--- config.mk ---
export PLATFORM = sky130hd
export DESIGN_NAME = etp_timer_core
export DESIGN_NICKNAME = d
export VERILOG_FILES = /design/src/etp_pkg.sv /design/src/etp_timer_core.sv
export VERILOG_INCLUDE_DIRS = /design/src /design/src/src
export SDC_FILE = /design/constraint.sdc
export NUM_CORES = 1
export LEC_CHECK = 0
export BUFFER_PORTS_ARGS = -buffer_cell sky130_fd_sc_hd__buf_2
export CAP_MARGIN = 0
export CORE_MARGIN = 2
export CORE_UTILIZATION = 45
export CTS_CLUSTER_DIAMETER = 120
export CTS_CLUSTER_SIZE = 12
export DETAILED_ROUTE_END_ITERATION = 16
export PLACE_DENSITY = 0.61
export RECOVER_POWER = 100
export SYNTH_ARGS = -nofsm -noshare
export SYNTH_HDL_FRONTEND = slang
export SYNTH_SLANG_ARGS = --single-unit
export TNS_END_PERCENT = 50
--- constraint.sdc ---
create_clock -name SYS_CLK_I -period 4.6 [get_ports SYS_CLK_I]
set_clock_uncertainty 0.2 [all_clocks]
set_input_delay 0.23 -clock SYS_CLK_I [delete_from_list [all_inputs] [get_ports SYS_CLK_I]]
set_output_delay 0.23 -clock SYS_CLK_I [all_outputs]
set_load 0.01 [all_outputs]
--- src/etp_regs.svh ---
// Register map, field positions, reset values and counting limits of the
// timer core. Assumes an 8-bit register port with byte addresses.
`ifndef ETP_REGS_SVH
`define ETP_REGS_SVH

`define ETP_ADDR_W 8
`define ETP_DATA_W 8

`define ETP_OFF_CTRL_A 8'h44
`define ETP_OFF_CTRL_B 8'h45
`define ETP_OFF_COUNT 8'h46
`define ETP_OFF_CMP_A 8'h47
`define ETP_OFF_CMP_B 8'h48
`define ETP_OFF_FLAGS 8'h35
`define ETP_OFF_IRQ_EN 8'h6E

`define ETP_RST_BYTE 8'h00
`define ETP_RST_EVT 3'h0
`define ETP_RST_CS 3'h0
`define ETP_RST_COM 2'h0
`define ETP_RST_WGM_LO 2'h0

`define ETP_BIT_FORCE_A 7
`define ETP_BIT_FORCE_B 6
`define ETP_BIT_WGM_HI 3
`define ETP_BIT_EVT_CMP_B 2
`define ETP_BIT_EVT_CMP_A 1
`define ETP_BIT_EVT_OVF 0

`define ETP_MAX 8'hFF
`define ETP_BOTTOM 8'h00
`define ETP_PRE_W 10
`define ETP_PRE_DIV8 3
`define ETP_PRE_DIV64 6
`define ETP_PRE_DIV256 8
`define ETP_PRE_DIV1024 10

`endif

--- src/etp_pkg.sv ---
// Types shared by the timer core and its bench.
// Assumes etp_regs.svh is on the include path.
`default_nettype none
package etp_pkg;
   typedef enum logic [2:0] {
      ETP_MODE_NORMAL = 3'h0,
      ETP_MODE_PC_FF = 3'h1,
      ETP_MODE_CTC = 3'h2,
      ETP_MODE_FAST_FF = 3'h3,
      ETP_MODE_RSV4 = 3'h4,
      ETP_MODE_PC_CMPA = 3'h5,
      ETP_MODE_RSV6 = 3'h6,
      ETP_MODE_FAST_CMPA = 3'h7
   } etp_mode_t;

   typedef enum logic [2:0] {
      ETP_CS_STOP = 3'h0,
      ETP_CS_DIV1 = 3'h1,
      ETP_CS_DIV8 = 3'h2,
      ETP_CS_DIV64 = 3'h3,
      ETP_CS_DIV256 = 3'h4,
      ETP_CS_DIV1024 = 3'h5,
      ETP_CS_EXT_FALL = 3'h6,
      ETP_CS_EXT_RISE = 3'h7
   } etp_clk_sel_t;

   typedef struct packed {
      logic [1:0] com_a;
      logic [1:0] com_b;
      logic [1:0] rsv;
      logic [1:0] wgm_lo;
   } etp_ctrl_a_t;

   typedef struct packed {
      logic wr;
      logic rd;
      logic [7:0] addr;
      logic [7:0] wdata;
   } etp_bus_req_t;
endpackage : etp_pkg
`default_nettype wire

--- src/etp_timer_core.sv ---
// Eight-bit timer/counter with two compare channels and PWM modes.
// Assumes a single synchronous register master and an asynchronous count pin.
//
// Operation
// Waveform mode is high bit of control B over two low bits of A.
// Normal tops at 0xFF, clear-on-compare tops at compare A; both immediate.
// Fast PWM tops at 0xFF or compare A; compare loads at bottom.
// Phase-correct tops at 0xFF or compare A; loads at top, overflow at bottom.
// Force bits act on outputs through output mode in non-PWM modes only.
// Software writes zero to force bits while a PWM mode runs.
// Forced compare sets no flag, no interrupt, and clears no counter.
// Force bits always read back zero.
// Reserved control and interrupt-enable bits read zero.
// Clock source: stop, divide 1, 8, 64, 256, 1024.
// Source codes 6 and 7 count falling or rising count-pin edges.
// The count pin counts even while it is used as an output.
// Count register is directly readable and writable.
// A count write blocks the compare match on the next timer tick.
// Values jumped over by a count write need not match.
// Both compare values meet the count every tick, setting flags.
// Enable, global enable and flag together request an interrupt.
// Output mode 00 off, 01 toggle, 10 clear, 11 set on match.
// Flags clear on vector acknowledge or on writing one.
`include "etp_regs.svh"
`default_nettype none
module etp_timer_core (
   // Clock and reset.
   input wire logic SYS_CLK_I,
   input wire logic NRST_I,
   // Register port.
   input wire etp_pkg::etp_bus_req_t BUS_REQ_I,
   output logic [7:0] RD_DATA_O,
   // Interrupt side.
   input wire logic GLOBAL_IRQ_EN_I,
   input wire logic [2:0] IRQ_ACK_I,
   output logic IRQ_O,
   // Pins.
   input wire logic EXT_COUNT_PIN_I,
   output logic WAVE_OUTPUT_A_O,
   output logic WAVE_OUTPUT_A_OE_O,
   output logic WAVE_OUTPUT_B_O,
   output logic WAVE_OUTPUT_B_OE_O
);
   import etp_pkg::*;

   localparam logic [1:0] GRP_PLAIN = 2'h0;
   localparam logic [1:0] GRP_FAST = 2'h1;
   localparam logic [1:0] GRP_PC = 2'h2;

   etp_ctrl_a_t ctrl_a_q;
   logic wgm_hi_q;
   etp_clk_sel_t cs_q;
   logic [7:0] cnt_q, cnt_d;
   logic dir_q, dir_d;
   logic [7:0] cmp_a_q, cmp_b_q, cmp_a_act_q, cmp_b_act_q;
   logic [2:0] ien_q, flag_q, flag_d;
   logic block_q;
   logic [`ETP_PRE_W-1:0] pre_q;
   logic pin_s1_q, pin_s2_q, pin_s3_q;
   logic wave_a_q, wave_b_q, oe_a_q, oe_b_q;
   logic [7:0] rd_data_q;
   logic irq_q;

   etp_mode_t mode;
   logic is_fast, is_pc, is_pwm;
   logic [1:0] grp;
   logic [7:0] top, cmp_a_eff, cmp_b_eff, rd_mux;
   logic tick, at_top, at_bot, ev_tick, wrap;
   logic ovf_evt, ev_a, ev_b, upd;
   logic wr_cnt, wr_b, force_a, force_b;
   logic [2:0] clr;

   // True when every low bit of the prescaler is one.
   function automatic logic pre_done(input logic [`ETP_PRE_W-1:0] p,
                                     input int n);
      logic r;
      r = 1'b1;
      for (int i = 0; i < `ETP_PRE_W; i++) begin
         if (i < n) begin
            r = r & p[i];
         end
      end
      return r;
   endfunction

   // Next level of a wave output for one timer event or forced compare.
   function automatic logic wave_next(input logic [1:0] g,
                                      input logic [1:0] com,
                                      input logic tog_ok,
                                      input logic cur,
                                      input logic match,
                                      input logic frc,
                                      input logic wrp,
                                      input logic cmp_is_top,
                                      input logic down);
      logic r;
      r = cur;
      if (g == GRP_PLAIN) begin
         if (match || frc) begin
            case (com)
               2'h1: r = ~cur;
               2'h2: r = 1'b0;
               2'h3: r = 1'b1;
               default: r = cur;
            endcase
         end
      end else if (com == 2'h1) begin
         if (match && tog_ok) begin
            r = ~cur;
         end
      end else if (com[1]) begin
         if (g == GRP_FAST) begin
            if (wrp) begin
               r = ~com[0];
            end else if (match && !cmp_is_top) begin
               r = com[0];
            end
         end else if (match) begin
            r = down ? ~com[0] : com[0];
         end
      end
      return r;
   endfunction

   assign mode = etp_mode_t'({wgm_hi_q, ctrl_a_q.wgm_lo});
   assign is_fast = (mode == ETP_MODE_FAST_FF) ||
                    (mode == ETP_MODE_FAST_CMPA);
   assign is_pc = (mode == ETP_MODE_PC_FF) || (mode == ETP_MODE_PC_CMPA);
   assign is_pwm = is_fast || is_pc;
   assign grp = is_pc ? GRP_PC : (is_fast ? GRP_FAST : GRP_PLAIN);

   // Non-PWM modes see compare writes at once; PWM modes use the copy.
   assign cmp_a_eff = is_pwm ? cmp_a_act_q : cmp_a_q;
   assign cmp_b_eff = is_pwm ? cmp_b_act_q : cmp_b_q;
   assign top = ((mode == ETP_MODE_CTC) || (mode == ETP_MODE_PC_CMPA) ||
                 (mode == ETP_MODE_FAST_CMPA)) ? cmp_a_eff : `ETP_MAX;
   assign at_top = (cnt_q == top);
   assign at_bot = (cnt_q == `ETP_BOTTOM);

   assign wr_cnt = BUS_REQ_I.wr && (BUS_REQ_I.addr == `ETP_OFF_COUNT);
   assign wr_b = BUS_REQ_I.wr && (BUS_REQ_I.addr == `ETP_OFF_CTRL_B);
   assign force_a = wr_b && BUS_REQ_I.wdata[`ETP_BIT_FORCE_A] && !is_pwm;
   assign force_b = wr_b && BUS_REQ_I.wdata[`ETP_BIT_FORCE_B] && !is_pwm;

   // Timer tick selection; the count pin is read from its second stage.
   always_comb begin
      case (cs_q)
         ETP_CS_STOP: tick = 1'b0;
         ETP_CS_DIV1: tick = 1'b1;
         ETP_CS_DIV8: tick = pre_done(pre_q, `ETP_PRE_DIV8);
         ETP_CS_DIV64: tick = pre_done(pre_q, `ETP_PRE_DIV64);
         ETP_CS_DIV256: tick = pre_done(pre_q, `ETP_PRE_DIV256);
         ETP_CS_DIV1024: tick = pre_done(pre_q, `ETP_PRE_DIV1024);
         ETP_CS_EXT_FALL: tick = pin_s3_q && !pin_s2_q;
         default: tick = !pin_s3_q && pin_s2_q;
      endcase
   end

   // A count write in the same cycle overrides any counting event.
   assign ev_tick = tick && !wr_cnt;
   assign wrap = ev_tick && !is_pc && at_top;
   assign ev_a = ev_tick && !block_q && (cnt_q == cmp_a_eff);
   assign ev_b = ev_tick && !block_q && (cnt_q == cmp_b_eff);
   assign upd = ev_tick && at_top && (is_fast || (is_pc && !dir_q));

   always_comb begin
      if (is_pc) begin
         ovf_evt = ev_tick && dir_q && at_bot;
      end else if (mode == ETP_MODE_FAST_CMPA) begin
         ovf_evt = ev_tick && at_top;
      end else begin
         ovf_evt = ev_tick && (cnt_q == `ETP_MAX);
      end
   end

   // Next count and direction.
   always_comb begin
      cnt_d = cnt_q;
      dir_d = dir_q;
      if (wr_cnt) begin
         cnt_d = BUS_REQ_I.wdata;
      end else if (tick) begin
         if (is_pc) begin
            if (!dir_q && at_top) begin
               dir_d = 1'b1;
               cnt_d = cnt_q - 8'h01;
            end else if (dir_q && at_bot) begin
               dir_d = 1'b0;
               cnt_d = cnt_q + 8'h01;
            end else begin
               cnt_d = dir_q ? cnt_q - 8'h01 : cnt_q + 8'h01;
            end
         end else if (at_top) begin
            cnt_d = `ETP_BOTTOM;
         end else begin
            cnt_d = cnt_q + 8'h01;
         end
      end
   end

   always_ff @(posedge SYS_CLK_I or negedge NRST_I) begin
      if (!NRST_I) begin
         cnt_q <= `ETP_RST_BYTE;
         dir_q <= 1'b0;
      end else begin
         cnt_q <= cnt_d;
         dir_q <= dir_d;
      end
   end

   always_ff @(posedge SYS_CLK_I or negedge NRST_I) begin
      if (!NRST_I) begin
         block_q <= 1'b0;
      end else if (wr_cnt) begin
         block_q <= 1'b1;
      end else if (tick) begin
         block_q <= 1'b0;
      end
   end

   always_ff @(posedge SYS_CLK_I or negedge NRST_I) begin
      if (!NRST_I) begin
         pre_q <= '0;
         pin_s1_q <= 1'b0;
         pin_s2_q <= 1'b0;
         pin_s3_q <= 1'b0;
      end else begin
         pre_q <= pre_q + `ETP_PRE_W'(1);
         pin_s1_q <= EXT_COUNT_PIN_I;
         pin_s2_q <= pin_s1_q;
         pin_s3_q <= pin_s2_q;
      end
   end

   // Control and compare registers written by software.
   always_ff @(posedge SYS_CLK_I or negedge NRST_I) begin
      if (!NRST_I) begin
         ctrl_a_q <= etp_ctrl_a_t'(`ETP_RST_BYTE);
         wgm_hi_q <= 1'b0;
         cs_q <= etp_clk_sel_t'(`ETP_RST_CS);
         cmp_a_q <= `ETP_RST_BYTE;
         cmp_b_q <= `ETP_RST_BYTE;
         ien_q <= `ETP_RST_EVT;
      end else if (BUS_REQ_I.wr) begin
         if (BUS_REQ_I.addr == `ETP_OFF_CTRL_A) begin
            ctrl_a_q <= BUS_REQ_I.wdata;
            ctrl_a_q.rsv <= 2'h0;
         end else if (BUS_REQ_I.addr == `ETP_OFF_CTRL_B) begin
            wgm_hi_q <= BUS_REQ_I.wdata[`ETP_BIT_WGM_HI];
            cs_q <= etp_clk_sel_t'(BUS_REQ_I.wdata[2:0]);
         end else if (BUS_REQ_I.addr == `ETP_OFF_CMP_A) begin
            cmp_a_q <= BUS_REQ_I.wdata;
         end else if (BUS_REQ_I.addr == `ETP_OFF_CMP_B) begin
            cmp_b_q <= BUS_REQ_I.wdata;
         end else if (BUS_REQ_I.addr == `ETP_OFF_IRQ_EN) begin
            ien_q <= BUS_REQ_I.wdata[2:0];
         end
      end
   end

   // Active compare copies follow at once outside PWM, else at the edge.
   always_ff @(posedge SYS_CLK_I or negedge NRST_I) begin
      if (!NRST_I) begin
         cmp_a_act_q <= `ETP_RST_BYTE;
         cmp_b_act_q <= `ETP_RST_BYTE;
      end else if (!is_pwm || upd) begin
         cmp_a_act_q <= cmp_a_q;
         cmp_b_act_q <= cmp_b_q;
      end
   end

   // Flags: a new event wins over a clear in the same cycle.
   assign clr = IRQ_ACK_I | ((BUS_REQ_I.wr &&
                 BUS_REQ_I.addr == `ETP_OFF_FLAGS) ?
                 BUS_REQ_I.wdata[2:0] : `ETP_RST_EVT);
   assign flag_d = (flag_q & ~clr) | {ev_b, ev_a, ovf_evt};

   always_ff @(posedge SYS_CLK_I or negedge NRST_I) begin
      if (!NRST_I) begin
         flag_q <= `ETP_RST_EVT;
         irq_q <= 1'b0;
      end else begin
         flag_q <= flag_d;
         irq_q <= GLOBAL_IRQ_EN_I && |(flag_d & ien_q);
      end
   end

   always_ff @(posedge SYS_CLK_I or negedge NRST_I) begin
      if (!NRST_I) begin
         wave_a_q <= 1'b0;
         wave_b_q <= 1'b0;
         oe_a_q <= 1'b0;
         oe_b_q <= 1'b0;
      end else begin
         wave_a_q <= wave_next(grp, ctrl_a_q.com_a, wgm_hi_q, wave_a_q,
                               ev_a, force_a, wrap, cmp_a_eff == top,
                               dir_q);
         wave_b_q <= wave_next(grp, ctrl_a_q.com_b, 1'b0, wave_b_q,
                               ev_b, force_b, wrap, cmp_b_eff == top,
                               dir_q);
         oe_a_q <= (ctrl_a_q.com_a != `ETP_RST_COM);
         oe_b_q <= (ctrl_a_q.com_b != `ETP_RST_COM);
      end
   end

   // Read decode; unmapped addresses return zero.
   always_comb begin
      if (BUS_REQ_I.addr == `ETP_OFF_CTRL_A) begin
         rd_mux = {ctrl_a_q.com_a, ctrl_a_q.com_b, 2'h0,
                   ctrl_a_q.wgm_lo};
      end else if (BUS_REQ_I.addr == `ETP_OFF_CTRL_B) begin
         rd_mux = {4'h0, wgm_hi_q, cs_q};
      end else if (BUS_REQ_I.addr == `ETP_OFF_COUNT) begin
         rd_mux = cnt_q;
      end else if (BUS_REQ_I.addr == `ETP_OFF_CMP_A) begin
         rd_mux = cmp_a_q;
      end else if (BUS_REQ_I.addr == `ETP_OFF_CMP_B) begin
         rd_mux = cmp_b_q;
      end else if (BUS_REQ_I.addr == `ETP_OFF_IRQ_EN) begin
         rd_mux = {5'h00, ien_q};
      end else if (BUS_REQ_I.addr == `ETP_OFF_FLAGS) begin
         rd_mux = {5'h00, flag_q};
      end else begin
         rd_mux = `ETP_RST_BYTE;
      end
   end

   always_ff @(posedge SYS_CLK_I or negedge NRST_I) begin
      if (!NRST_I) begin
         rd_data_q <= `ETP_RST_BYTE;
      end else begin
         rd_data_q <= BUS_REQ_I.rd ? rd_mux : `ETP_RST_BYTE;
      end
   end

   assign RD_DATA_O = rd_data_q;
   assign IRQ_O = irq_q;
   assign WAVE_OUTPUT_A_O = wave_a_q;
   assign WAVE_OUTPUT_B_O = wave_b_q;
   assign WAVE_OUTPUT_A_OE_O = oe_a_q;
   assign WAVE_OUTPUT_B_OE_O = oe_b_q;
endmodule // etp_timer_core
`default_nettype wire

Word-level counts from Yosys, hierarchy flattened. Cells that the tools add are included. Widths: inputs -> output; s select.

Flip-flop bits (word level): 84. Bits in latches: 0. RAM bits: 0. Bits in read-only memories: 0. Input bits: 25. Output and inout port bits: 13. Word-level logic and storage cells: 240. Memories: 0.

Add/sub/neg operators: 3. Multiply operators: 0. Div/mod/pow operators: 0. $lt $le $gt $ge: 0. Equality and inequality tests: 39. Shifts and indexed selects: 0. Mux-type cells: 72. Bitwise logic cells: 37. Reductions and logical operators: 65.

Operators with widths (count): $mux 8 (16); $mux 1 (49); $eq 8x7->1 const B (6); $eq 8x8->1 (5); $logic_and 1x1->1 (27); $and 1x1->1 (23); $reduce_and 6->1 (3); $eq 3x3->1 const B (5); $eq 3x2->1 const B (4); $add 10x1->10 const B (1); $reduce_bool 2->1 (5); $logic_not 1->1 (9); $logic_or 1x1->1 (9); $mux 3 (3); $not 1->1 (9); $add 8x1->8 const B (1); $eq 2x2->1 const B (4); $eq 8x6->1 const B (1); $eq 8x8->1 const B (1); $logic_not 8->1 (1); $ne 4x1->1 const B (2); $reduce_and 4->1 (2); $sub 8x1->8 const B (1); $pmux 1 s7 (1); other kinds (20) (28).

Longest topological paths before layout. Gate-level depths: netlist (run 1).

Word-level depth: 30. Gate-level depth with buffers: 10. Depth with buffers taken out: 10.

Least setup slack after synthesis (run 1). Ideal clock, no wire load.

Path type: reg-to-reg. Start point: reg wgm_hi_q. End point: reg cmp_a_act_q[0]. Setup time: 125 ps. Arrival: 2511 ps. Required time: 4275 ps. Path slack: 1764 ps. Cell stages (with the launch flop): 9. Path buffers: 1. Period minus slack after synthesis: 2836 ps. Path through: dfrtp_1 > or3b_4 > o221ai_2 > o221ai_2 > nor4_4 > nand3_2 > a22oi_2 > buf_4 > mux2_2.

Cells in the longest elaborated chain, start to end: 9. Elaborated cells between the ends (all ways): 19. Classes of those cells: eq/ne (6); mux (2); reduce/logical (11).

RTL lines: start, declared (line etp_timer_core.sv:51) `logic wgm_hi_q;`; start signal, assigned (line etp_timer_core.sv:249) `` wgm_hi_q <= BUS_REQ_I.wdata[`ETP_BIT_WGM_HI]; ``; $eq 3x2->1, or another cell as far along (line etp_timer_core.sv:126) `assign is_fast = (mode == ETP_MODE_FAST_FF) ||`; $logic_or 1x1->1 (on tied branches) (line etp_timer_core.sv:126, etp_timer_core.sv:128); $logic_or 1x1->1 (line etp_timer_core.sv:129) `assign is_pwm = is_fast || is_pc;`; $mux 8 (line etp_timer_core.sv:133) `assign cmp_a_eff = is_pwm ? cmp_a_act_q : cmp_a_q;`; $mux 8 (no source line); $eq 8x8->1 (line etp_timer_core.sv:137) `assign at_top = (cnt_q == top);`; $logic_and 1x1->1 (2 in series) (line etp_timer_core.sv:164) `assign upd = ev_tick && at_top && (is_fast || (is_pc && !dir_q));`; $logic_or 1x1->1 * (line etp_timer_core.sv:266) `end else if (!is_pwm || upd) begin`; end signal, assigned (line etp_timer_core.sv:264) `` cmp_a_act_q <= `ETP_RST_BYTE; ``; end signal, assigned (line etp_timer_core.sv:267) `cmp_a_act_q <= cmp_a_q;`; end, declared (line etp_timer_core.sv:55) `logic [7:0] cmp_a_q, cmp_b_q, cmp_a_act_q, cmp_b_act_q;`.

Mark *: on every way between the ends. The rest lies on a longest branch, timed or not. A chain may end at the register's enable or synchronous reset.

Worst setup path after layout (run 1).
Start point: reg ctrl_a_q[0] (netlist name). End point: reg wave_a_q (netlist: WAVE_OUTPUT_A_O).

Cells in the longest elaborated chain, start to end: 12. Elaborated cells between the ends (all ways): 41. Classes of those cells: eq/ne (13); mux (9); reduce/logical (19).

RTL lines: start, declared (line etp_timer_core.sv:50) `etp_ctrl_a_t ctrl_a_q;`; start signal, assigned (line etp_timer_core.sv:238) `` ctrl_a_q <= etp_ctrl_a_t'(`ETP_RST_BYTE); ``; start signal, assigned (line etp_timer_core.sv:246) `ctrl_a_q <= BUS_REQ_I.wdata;`; $eq 3x2->1, or another cell as far along (line etp_timer_core.sv:126); $logic_or 1x1->1 (on tied branches) (line etp_timer_core.sv:126, etp_timer_core.sv:128); $logic_or 1x1->1 (line etp_timer_core.sv:129); $mux 8 (line etp_timer_core.sv:133); $mux 8 (no source line); $eq 8x8->1 (line etp_timer_core.sv:137); $logic_and 1x1->1 (line etp_timer_core.sv:161) `assign wrap = ev_tick && !is_pc && at_top;`; $mux 1 (line etp_timer_core.sv:113) `if (wrp) begin`; $mux 1 (line etp_timer_core.sv:112) `if (g == GRP_FAST) begin`; $mux 1 (line etp_timer_core.sv:111) `end else if (com[1]) begin`; $mux 1 (line etp_timer_core.sv:107) `end else if (com == 2'h1) begin`; $mux 1 (line etp_timer_core.sv:98) `if (g == GRP_PLAIN) begin`; end signal, assigned (line etp_timer_core.sv:295) `wave_a_q <= wave_next(grp, ctrl_a_q.com_a, wgm_hi_q, wave_a_q,`; end, declared (line etp_timer_core.sv:60) `logic wave_a_q, wave_b_q, oe_a_q, oe_b_q;`.

Parallel ways exist; a longest one is shown, timed or not. The select of a mux whose other input is x is not followed.

==> results of run 1 <==
-- cells in the final DEF, fill, tap and decap left out, types with 3 or more instances in the layout --
cell	Yosys	final
nand2_1	40	40
nand2b_1	6	6
xor2_1	7	7
nor2_1	20	20
or3_1	4	4
dlygate4sd3_1	0	11
a211o_1	4	4
and2_0	1	3
o221ai_1	3	3
nor4_1	3	3
nand3b_1	7	7
nor4b_1	3	3
nand3_1	16	17
clkbuf_8	0	9
and3_1	6	6
o21ai_0	20	20
inv_1	15	15
mux2_2	41	41
o211ai_1	4	4
or4_1	4	4
a21o_1	5	5
a31oi_1	4	4
nor3_1	6	6
xnor2_1	21	21
a21oi_1	18	19
clkbuf_1	17	17
buf_2	3	21
a222oi_1	6	6
nor2b_1	11	11
and3b_1	3	3
or2_2	3	3
o211a_1	3	3
dfrtp_1	84	84
a211oi_1	3	3
ha_1	4	4
a22oi_1	4	4
mux2i_1	20	20
o32ai_1	4	4
a21boi_0	6	6
nand4_1	11	11
-- routing by layer --
metal  wire length (µm)  global-route usage
met1               5993              0.3268
met2               5990              0.3715
met3                717             0.03874
met4                233             0.08974
met5                  0                   0
-- repair_timing --
action | 4_1_cts | 5_1_grt
hold buffers | 11 | 0
hold endpoints to repair | 105 | 0
setup endpoints to repair | 0 | 0
-- registers in the layout, summed over array words and instances (netlist names) --
name	flops
pre_q	10
wgm_hi_q	1
cmp_a_q	8
pin_s2_q	1
IRQ_O	1
cs_q	3
dir_q	1
RD_DATA_O	8
WAVE_OUTPUT_A_OE_O	1
WAVE_OUTPUT_B_OE_O	1
cmp_b_act_q	8
cnt_q	8
block_q	1
ien_q	3
WAVE_OUTPUT_A_O	1
flag_q	3
cmp_a_act_q	8
pin_s1_q	1
WAVE_OUTPUT_B_O	1
pin_s3_q	1
cmp_b_q	8
ctrl_a_q	6
-- worst paths after layout --
path                              endpoint  cells after the start    startpoint  slack (ps)
max                        WAVE_OUTPUT_A_O                      9   ctrl_a_q[0]         720
min                             cmp_a_q[1]                      2  BUS_REQ_I[1]           8
max reg2reg                WAVE_OUTPUT_A_O                      9   ctrl_a_q[0]         720
min reg2reg                       pin_s2_q                      0      pin_s1_q         160
max in group asynchronous   cmp_a_act_q[0]                      2        NRST_I        2170
min in group asynchronous         cnt_q[4]                      2        NRST_I         780
-- power by group through the flow --
stage | sequential, W | clock (W) | combinational, W
6_report | 0.000948 | 0.000615 | 0.000508
3_5_place_dp | 0.000960 | 0 | 0.000501
4_1_cts | 0.000944 | 0.000626 | 0.000511
2_1_floorplan | 0.000870 | 0 | 0.000422
3_3_place_gp | 0.000961 | 0 | 0.000496
5_1_grt | 0.000959 | 0.000665 | 0.000564
-- final cells by class --
class,instances,area [µm²]
Clock buffer,9,123.9
Clock inverter,7,107.6
Fill cell,981,4941
Inverter,15,56.30
Multi-Input combinational cell,354,2570
Sequential cell,84,2102
Tap cell,136,170.2
Timing Repair Buffer,52,299.0
-- stage by stage --
stage / hold WS, ps / power (W) / util / instances
floorplan: -265.6 / 0.001292 / - / 476
global placement: 134.4 / 0.001457 / 0.4942 / 630
detailed placement: 139.8 / 0.001461 / 0.4942 / 630
CTS: 14.26 / 0.002081 / 0.5271 / 657
global route: 16.03 / 0.002188 / 0.5235 / 657
finish: 8.485 / 0.002071 / 0.5235 / 657
-- cell families (layout without fill, tap and decap cells) --
kind of cell,after synthesis,count (layout),synth area share
adder cells (fa/ha/maj),4,4,0.01034
AO/OA/AOI/OAI,105,105,0.1567
XOR/XNOR,28,28,0.05069
AND/OR/NAND/NOR,155,155,0.1761
flip-flops,84,84,0.4344
buffers and inverters,38,83,0.03258
multiplexers,62,62,0.1391
-- worst max-delay path, delay by kind of cell (launching register included) --
kind / cells / cell delay [ps]
AO/OA/AOI/OAI: 4 / 640
AND/OR/NAND/NOR: 1 / 570
multiplexers: 2 / 540
buffers and inverters: 1 / 700
XOR/XNOR: 1 / 150
flip-flops: 1 / 1000
==> results.md, run 1 <==
* Status: finished with violations
* Violated checks: capacitance limit, slew limit
* Final Cycle Share at 0.8431
* Logic pwr share at 0.245
* Hpwl dp at 9235 µm
* Static Leak at 2.365 nW
* CP Launch Type: flip-flop
* DR vias/cell at 6.011
* Syn nets at 505
* Max-slew violations at between 80 and 90
* Seq/Total Area, Yosys at 0.4344
* Post-Place Cell Area at 0.005125 mm²
* Switching Fraction at 0.3497
* Worst path most repeated cell: mux2i_1
* Max Clk Rate at between 200 and 300 MHz
* Critical Path AT at ~4000 ps
* Setup Buffers After CTS at 0
* Starting density of the core at 0.4666
* Synth Register Bits at 84
* Final setup fails at 0
* CTS buffer count at 9
* Gr usage total at 0.2362
* Initial antenna violation count at 0
* Setup WS pre-CTS at 1169 ps
* Synth Flop Type: dfrtp_1
* Critical path peak fanout at 23
* Iteration-0 DRC Markers at 212
* Core area at 0.01037 mm²
* Clock Latency Late Sink at 380 ps
* First-pass GRT wire length at ~21000 µm
* Routability Congestion at between 0.8 and 0.9
* Vias in the first global route at roughly 3800
* Share of cells above drive strength 1 at 0.1708
* Clk slew on worst S/H paths at 100 ps
* Tmin final at around 3900 ps
* Crit path setup slack, layout at 721.7 ps
* Synth area leader: dfrtp_1
* Via count at 3949
* Die ar. at roughly 0.012 mm²
* Post-Route Setup TNS at 0 ps
* Async SR Flop Fraction at 1.000
* Post-Syn Area per Cell at roughly 10 µm²
* CTS sink cnt at 84
* Max-cap violations at 1
* Worst VDD drop at 0.1557 mV
* Die Ht at 107.7 µm
* Share of the synthesized area in the top cell type at 0.4344
* Row count at 37
* Slowest-stage cell, CP: dfrtp_1
* CP Class: flip-flop to flip-flop
* Largest net degree at the start of global routing at 85
* DRT Wirelength at 12930 µm
* Hold Path Class: input port to flip-flop
* Total congestion overflow at 0
* Sequential share of power at 0.458
* Worst-Margin Slew at approximately 2100 ps
* CP Capture Type: flip-flop
* Root Driver: clkbuf_8
* DRC viols at 0
* Design Area, Final at 0.005429 mm²
* Max H-tree Level at 3
* Most used standard cell by instance count after synthesis: dfrtp_1
* Synthesized cell area at 0.004838 mm²
* DR WL/cell at 19.69 µm
* Unrepaired setup endpoints after global routing: no
* Final hold violations at 0
* Syn Inst Count at 476
* Power Dens Cells at 381.4 mW/mm²
* Number of synthesis warnings at 0
* Clock share of power at 0.297
* WP data required at around 4700 ps
* Synth area leaders: dfrtp_1 (43%), mux2_2 (9.5%), mux2i_1 (4.1%), xnor2_1 (3.8%), nand2_1 (3.1%)
* P&R area growth vs syn at 12.21%
* Post-route antenna net violation count at 0
* Die Width at 107.7 µm
* Final #Nets at between 500 and 600
* Slowest Stage Delay on Critical Path at 1000 ps
* CTS Buffer Depth at 2
* Buffers on Ports at 37
* PostCTS Resize Cnt at 0
* Int Pwr at 0.001347 W
* NetSw at between 0.0007 and 0.0008 W
* Worst-path cell chain: clkbuf_1 -> mux2i_1 -> xnor2_1 -> o2111ai_1 -> or4_1 -> a211oi_1 -> a21oi_1 -> a31oi_1 -> mux2i_1
* CTS tree: built
* Synth unique cells at approximately 60
* EDFF count, synth at 0
* I/O pin count at 38
* Inserted Diodes at 0
* Max_slew headroom at -0.4039
* DR pass1 iterations at 7
* Synth top cells by count: dfrtp_1 (84), mux2_2 (41), nand2_1 (40)
No activity file was read; power rests on OpenSTA's default activity.
==> run 2, diff against run 1 <==
- clock period: 4.6 -> 4.05 ns (I/O delays scaled with it)
==> run 2 against run 1 <==
Against the previous run: the run still ends with capacitance limit, slew limit left; clock power grew 10%; via count down 0.63%; maximum frequency rose by 11%; first-iteration DRC count grew 66%; worst setup slack got worse by 170 ps; largest cell class unchanged.
==> results.md, run 2 (synthesis results as in run 1) <==
* PostCTS Resize Cnt at 0 (unchanged)
* Hold Crit Depth at 3 (was 2)
* Largest net degree at the start of global routing at 85 (unchanged)
* R2R depth at 9 (unchanged)
* Critical hold path startpoint: IRQ_ACK_I[0] (was BUS_REQ_I[1])
* Die ar. at 0.01160 mm² (unchanged)
* Worst VDD drop at 0.1787 mV (was 0.1557 mV)
* Hpwl dp at 9203 µm (was 9235 µm)
* CTS Buffer Depth at 2 (unchanged)
* DRC viols at 0 (unchanged)
* Die Ht at 107.7 µm (unchanged)
* Most frequent cells in the layout: dfrtp_1 (84), nand2_1 (40), mux2_2 (40) (was dfrtp_1 (84), mux2_2 (41), nand2_1 (40))
* P&R area growth vs syn at 12.90% (was 12.21%)
* Root Driver: clkbuf_8 (unchanged)
* WP data required at 4100 ps (was 4700 ps)
* Clock Latency Late Sink at 370 ps (was 380 ps)
* DRT Wirelength at 12850 µm (was 12930 µm)
* CP Capture Type: flip-flop (unchanged)
* Hold Path Class: input port to flip-flop (unchanged)
* Post-CTS Hold Buffers at 13 (was 11)
* DR vias/cell at 5.927 (was 6.011)
* Fill count at 967 (was 981)
* Gr usage total at 0.2350 (was 0.2362)
* CP Launch Type: flip-flop (unchanged)
* Final #Nets at 550 (was 545)
* Static Leak at 2.384 nW (was 2.365 nW)
* Power Dens Cells at 427.1 mW/mm² (was 381.4 mW/mm²)
* Critical Path AT at 3540 ps (was 3980 ps)
* Setup Buffers After CTS at 0 (unchanged)
* CTS buffer count at 9 (unchanged)
* Max Clk Rate at 286.1 MHz (was 257.8 MHz)
* First-pass GRT wire length at 20620 µm (was 20650 µm)
* Row count at 37 (unchanged)
* Max-slew violations at 85 (unchanged)
* Clk slew on worst S/H paths at 90 ps (was 100 ps)
* Critical path peak fanout at 24 (was 23)
* Max H-tree Level at 3 (unchanged)
* Worst R2R Start: ctrl_a_q[0] (unchanged)
* Inserted Diodes at 0 (unchanged)
* Routability Congestion at 0.8721 (was 0.8750)
* Post-Route Setup TNS at 0 ps (unchanged)
* Status: finished with violations (unchanged)
* DR WL/cell at 19.40 µm (was 19.69 µm)
* Total congestion overflow at 0 (unchanged)
* Core area at 0.01037 mm² (unchanged)
* Post-route antenna net violation count at 0 (unchanged)
* CTS sink cnt at 84 (unchanged)
* CP Class: flip-flop to flip-flop (unchanged)
* Worst-Margin Slew at 2101 ps (was 2106 ps)
* Final setup fails at 0 (unchanged)
* Max_slew headroom at -0.4007 (was -0.4039)
* Reg2reg end: cmp_a_act_q[6] (was WAVE_OUTPUT_A_O)
* Final hold violations at 0 (unchanged)
* Hold endpoint: flag_q[0] (was cmp_a_q[1])
* Starting density of the core at 0.4666 (unchanged)
* Die Width at 107.7 µm (unchanged)
* Overall power at 0.002333 W (was 0.002071 W)
* Final Cycle Share at 0.8630 (was 0.8431)
* Tmin final at 3495 ps (was 3878 ps)
* Share of cells above drive strength 1 at 0.1711 (was 0.1708)
* Vias in the first global route at 3728 (was 3835)
* Max reg flops at 10 (unchanged)
* Iteration-0 DRC Markers at 351 (was 212)
* I/O pin count at 38 (unchanged)
* Leading cell type in the layout, fill and taps excluded: dfrtp_1 (unchanged)
* Initial antenna violation count at 0 (unchanged)
* Buffers on Ports at 37 (unchanged)
* Via count at 3924 (was 3949)
* Largest Register: pre_q (unchanged)
* CTS tree: built (unchanged)
* Final Util at 0.5268 (was 0.5235)
* Violated checks: capacitance limit, slew limit (unchanged)
* Design Area, Final at 0.005463 mm² (was 0.005429 mm²)
* R2R setup slack at 550 ps (was 720 ps)
* Max-cap violations at 1 (unchanged)
* Post-Place Cell Area at 0.005140 mm² (was 0.005125 mm²)
* DR pass1 iterations at 5 (was 7)
* Unrepaired setup endpoints after global routing: no (unchanged)
==> run 2: worst max-delay path, cell delays in order, from the launching register on <==
cell	delay (ps)
dfrtp_1	620
buf_4	350
nor4b_1	390
or3_1	160
nand4_1	150
nor4_4	230
nand3_1	290
a22oi_2	190
clkbuf_2	410
mux2_2	380
==> run 2: stage by stage <==
| stage | hold slack [ps] | setup WS, ps | std cells |
|---|---|---|---|
| 2_1_floorplan | -293.1 | 1214 | 476 |
| 3_5_place_dp | 112.3 | 799.9 | 632 |
| 3_3_place_gp | 110.3 | 891.4 | 632 |
| 4_1_cts | 0.7451 | 757.6 | 661 |
| 5_1_grt | 15.11 | 267.2 | 662 |
| 6_report | 32.25 | 554.8 | 662 |
==> run 2: layout make-up <==
type	instances	area [µm²]	area share
clock buffer	9	123.9	0.02268
clock inverter	7	98.84	0.01809
inverter	15	56.30	0.01031
multi-input combinational	354	2570	0.4705
sequential	84	2102	0.3848
tap	136	170.2	0.03115
timing repair buffer	57	341.6	0.06253
==> run 2: routing by layer <==
layer | up-vias | routed length (µm) | global-route usage
met5 | - | 0 | 0
met4 | 0 | 305 | 0.08333
met3 | 27 | 757 | 0.04056
met2 | 136 | 5807 | 0.3544
met1 | 1902 | 5975 | 0.3393
li1 | 1859 | - | -
==> run 2: worst max path at each step <==
stage | start | end | depth (start not counted)
after global routing | ctrl_a_q[0] | cmp_a_act_q[1] | 9
after floorplan | wgm_hi_q | cmp_a_act_q[0] | 8
final | ctrl_a_q[0] | cmp_a_act_q[6] | 9
after global placement | ctrl_a_q[0] | cmp_b_act_q[0] | 9
after CTS | ctrl_a_q[0] | WAVE_OUTPUT_A_O | 9
after detailed placement | ctrl_a_q[0] | WAVE_OUTPUT_A_O | 9
==> run 2: where the power goes <==
part | leakage [nW] | total [W] | switching (W) | internal, W
Combinational | 1.16 | 0.000582 | 0.000322 | 0.000260
Sequential | 1.11 | 0.00107 | 0.000158 | 0.000914
Clock | 0.110 | 0.000679 | 0.000327 | 0.000352
Total | 2.38 | 0.00233 | 0.000808 | 0.00153
==> run 3, diff against run 2 <==
==> constraint.sdc (replaced) <==
create_clock -name SYS_CLK_I -period 4.05 [get_ports SYS_CLK_I]
set_clock_uncertainty 0.2 [all_clocks]
set_input_delay 0.81 -clock SYS_CLK_I [delete_from_list [all_inputs] [get_ports SYS_CLK_I]]
set_output_delay 0.81 -clock SYS_CLK_I [all_outputs]
set_load 0.01 [all_outputs]
==> run 3 against run 2 <==
Against the previous run: the flow still finishes with violations (capacitance limit, slew limit); core utilization is 1.7 points lower; sequential power hardly changed; critical path depth is 1 lower; hold slack better by 130 ps; critical endpoint is now cmp_a_act_q[1].
==> results.md, run 3 (synthesis results as in run 1) <==
* WP data required at 4110 ps (was 4100 ps)
* DR vias/cell at 5.986 (was 5.927)
* Post-route antenna net violation count at 0 (unchanged)
* Setup WS pre-CTS at 380.4 ps (was 799.9 ps)
* Starting density of the core at 0.4666 (unchanged)
* Slowest-stage cell, CP: a22oi_2 (was dfrtp_1)
* Max-slew violations at 85 (unchanged)
* CP Class: input port to flip-flop (was flip-flop to flip-flop)
* Power Dens Cells at 414.5 mW/mm² (was 427.1 mW/mm²)
* Max reg flops at 10 (unchanged)
* DR pass1 iterations at 6 (was 5)
* I/O pin count at 38 (unchanged)
* Unrepaired setup endpoints after global routing: no (unchanged)
* Die Width at 107.7 µm (unchanged)
* Overall power at 0.002192 W (was 0.002333 W)
* CTS sink cnt at 84 (unchanged)
* Iteration-0 DRC Markers at 284 (was 351)
* Die ar. at 0.01160 mm² (unchanged)
* Most frequent cells in the layout: dfrtp_1 (84), mux2_2 (41), nand2_1 (40) (was dfrtp_1 (84), nand2_1 (40), mux2_2 (40))
* Design Area, Final at 0.005288 mm² (was 0.005463 mm²)
* Crit-path leading delay family: simple AND/OR/NAND/NOR gates (unchanged)
* Total congestion overflow at 0 (unchanged)
* Core area at 0.01037 mm² (unchanged)
* Slowest Stage Delay on Critical Path at 780 ps (was 620 ps)
* CTS Buffer Depth at 2 (unchanged)
* Hold Path Class: flip-flop to flip-flop (was input port to flip-flop)
* Setup Buffers After CTS at 0 (unchanged)
* Clock Latency Late Sink at 370 ps (about the same)
* Vias in the first global route at 3767 (was 3728)
* Routability Congestion at 0.8840 (was 0.8721)
* DRC viols at 0 (unchanged)
* DR WL/cell at 19.42 µm (was 19.40 µm)
* R2R depth at 8 (was 9)
* Critical path peak fanout at 16 (was 24)
* CP Launch Type: input port (was flip-flop)
* CTS buffer count at 9 (unchanged)
* PostCTS Resize Cnt at 0 (unchanged)
* Post-Route Setup TNS at 0 ps (unchanged)
* Largest Register: pre_q (unchanged)
* Buffers on Ports at 37 (unchanged)
* Static Leak at 2.305 nW (was 2.384 nW)
* Clk slew on worst S/H paths at 90 ps (about the same)
* Leading cell type in the layout, fill and taps excluded: dfrtp_1 (unchanged)
* Row count at 37 (unchanged)
* Status: finished with violations (unchanged)
* First-pass GRT wire length at 20510 µm (was 20620 µm)
* Hold Crit Depth at 0 (was 3)
* Critical path depth at 8 (was 9)
* Max-cap violations at 1 (unchanged)
* Final setup fails at 0 (unchanged)
* Max Clk Rate at 277.5 MHz (was 286.1 MHz)
* CP Buf/Inv Count at 1 (was 2)
* Worst-Margin Slew at 2070 ps (was 2101 ps)
* Gr usage total at 0.2329 (was 0.2350)
* Initial antenna violation count at 0 (unchanged)
* Die Ht at 107.7 µm (unchanged)
* Inserted Diodes at 0 (unchanged)
* CP Capture Type: flip-flop (unchanged)
* Root Driver: clkbuf_8 (unchanged)
* Final Cycle Share at 0.8898 (was 0.8630)
* Via count at 3885 (was 3924)
* Tmin final at 3604 ps (was 3495 ps)
* DRT Wirelength at 12600 µm (was 12850 µm)
* Share of cells above drive strength 1 at 0.1754 (was 0.1711)
* Post-Place Cell Area at 0.005155 mm² (was 0.005140 mm²)
* Final hold violations at 0 (unchanged)
* Hpwl dp at 9186 µm (was 9203 µm)
* P&R area growth vs syn at 9.284% (was 12.90%)
* Post-CTS Hold Buffers at 0 (was 13)
* Final #Nets at 538 (was 550)
* Max_slew headroom at -0.3797 (was -0.4007)
* Critical Path AT at 3660 ps (was 3540 ps)
* Violated checks: capacitance limit, slew limit (unchanged)
* Worst-path cell chain: clkbuf_1 -> nor2b_1 -> and3_1 -> and2_0 -> nor2_1 -> nand3_1 -> a22oi_2 -> mux2_2 (was buf_4 -> nor4b_1 -> or3_1 -> nand4_1 -> nor4_4 -> nand3_1 -> a22oi_2 -> clkbuf_2 -> mux2_2)
* CTS tree: built (unchanged)
* Largest net degree at the start of global routing at 85 (unchanged)
* Max H-tree Level at 3 (unchanged)
* Worst VDD drop at 0.2217 mV (was 0.1787 mV)
* Crit path setup slack, layout at 446.2 ps (was 554.8 ps)
run 3: metal layers:
layer,up-vias,share of wire,GRT usage
li1,1824,-,-
met1,1916,0.45,0.3124
met2,128,0.48,0.3836
met3,17,0.057,0.04479
met4,0,0.015,0.06593
met5,-,0,0
run 3: path summary, 6_finish.rpt:
path,from,to,slack (ps)
max in group asynchronous,NRST_I,cs_q[0],1600
worst min register to register,pin_s1_q,pin_s2_q,160
worst max register to register,ctrl_a_q[0],cmp_a_act_q[1],460
worst max-delay path,BUS_REQ_I[8],cmp_a_act_q[1],450
min in group asynchronous,NRST_I,cnt_q[6],820
worst min-delay path,pin_s1_q,pin_s2_q,160
run 3: stage by stage:
step	hold slack (ps)	utilization	std cells
global placement	136.9	0.4971	634
floorplan	131.2	-	476
global route	188.4	0.5099	649
detailed placement	135.8	0.4971	634
CTS	164.5	0.5140	649
finish	160.2	0.5099	649
run 3: cell type report:
cell class              count  area, µm²
flip-flops and latches     84       2102
clock inverters             5      37.54
inverters                  15      56.30
multi-input cells         354       2570
fillers                  1007       5082
repair buffers             45      214.0
clock buffers              10      137.6
well taps                 136      170.2
run 3: where the power goes:
group | switching [W] | internal, W | leakage, nW | total (W)
combinational | 0.000335 | 0.000258 | 1.11 | 0.000594
sequential | 0.000138 | 0.000914 | 1.11 | 0.00105
clock | 0.000308 | 0.000238 | 0.0848 | 0.000546
total | 0.000781 | 0.00141 | 2.31 | 0.00219
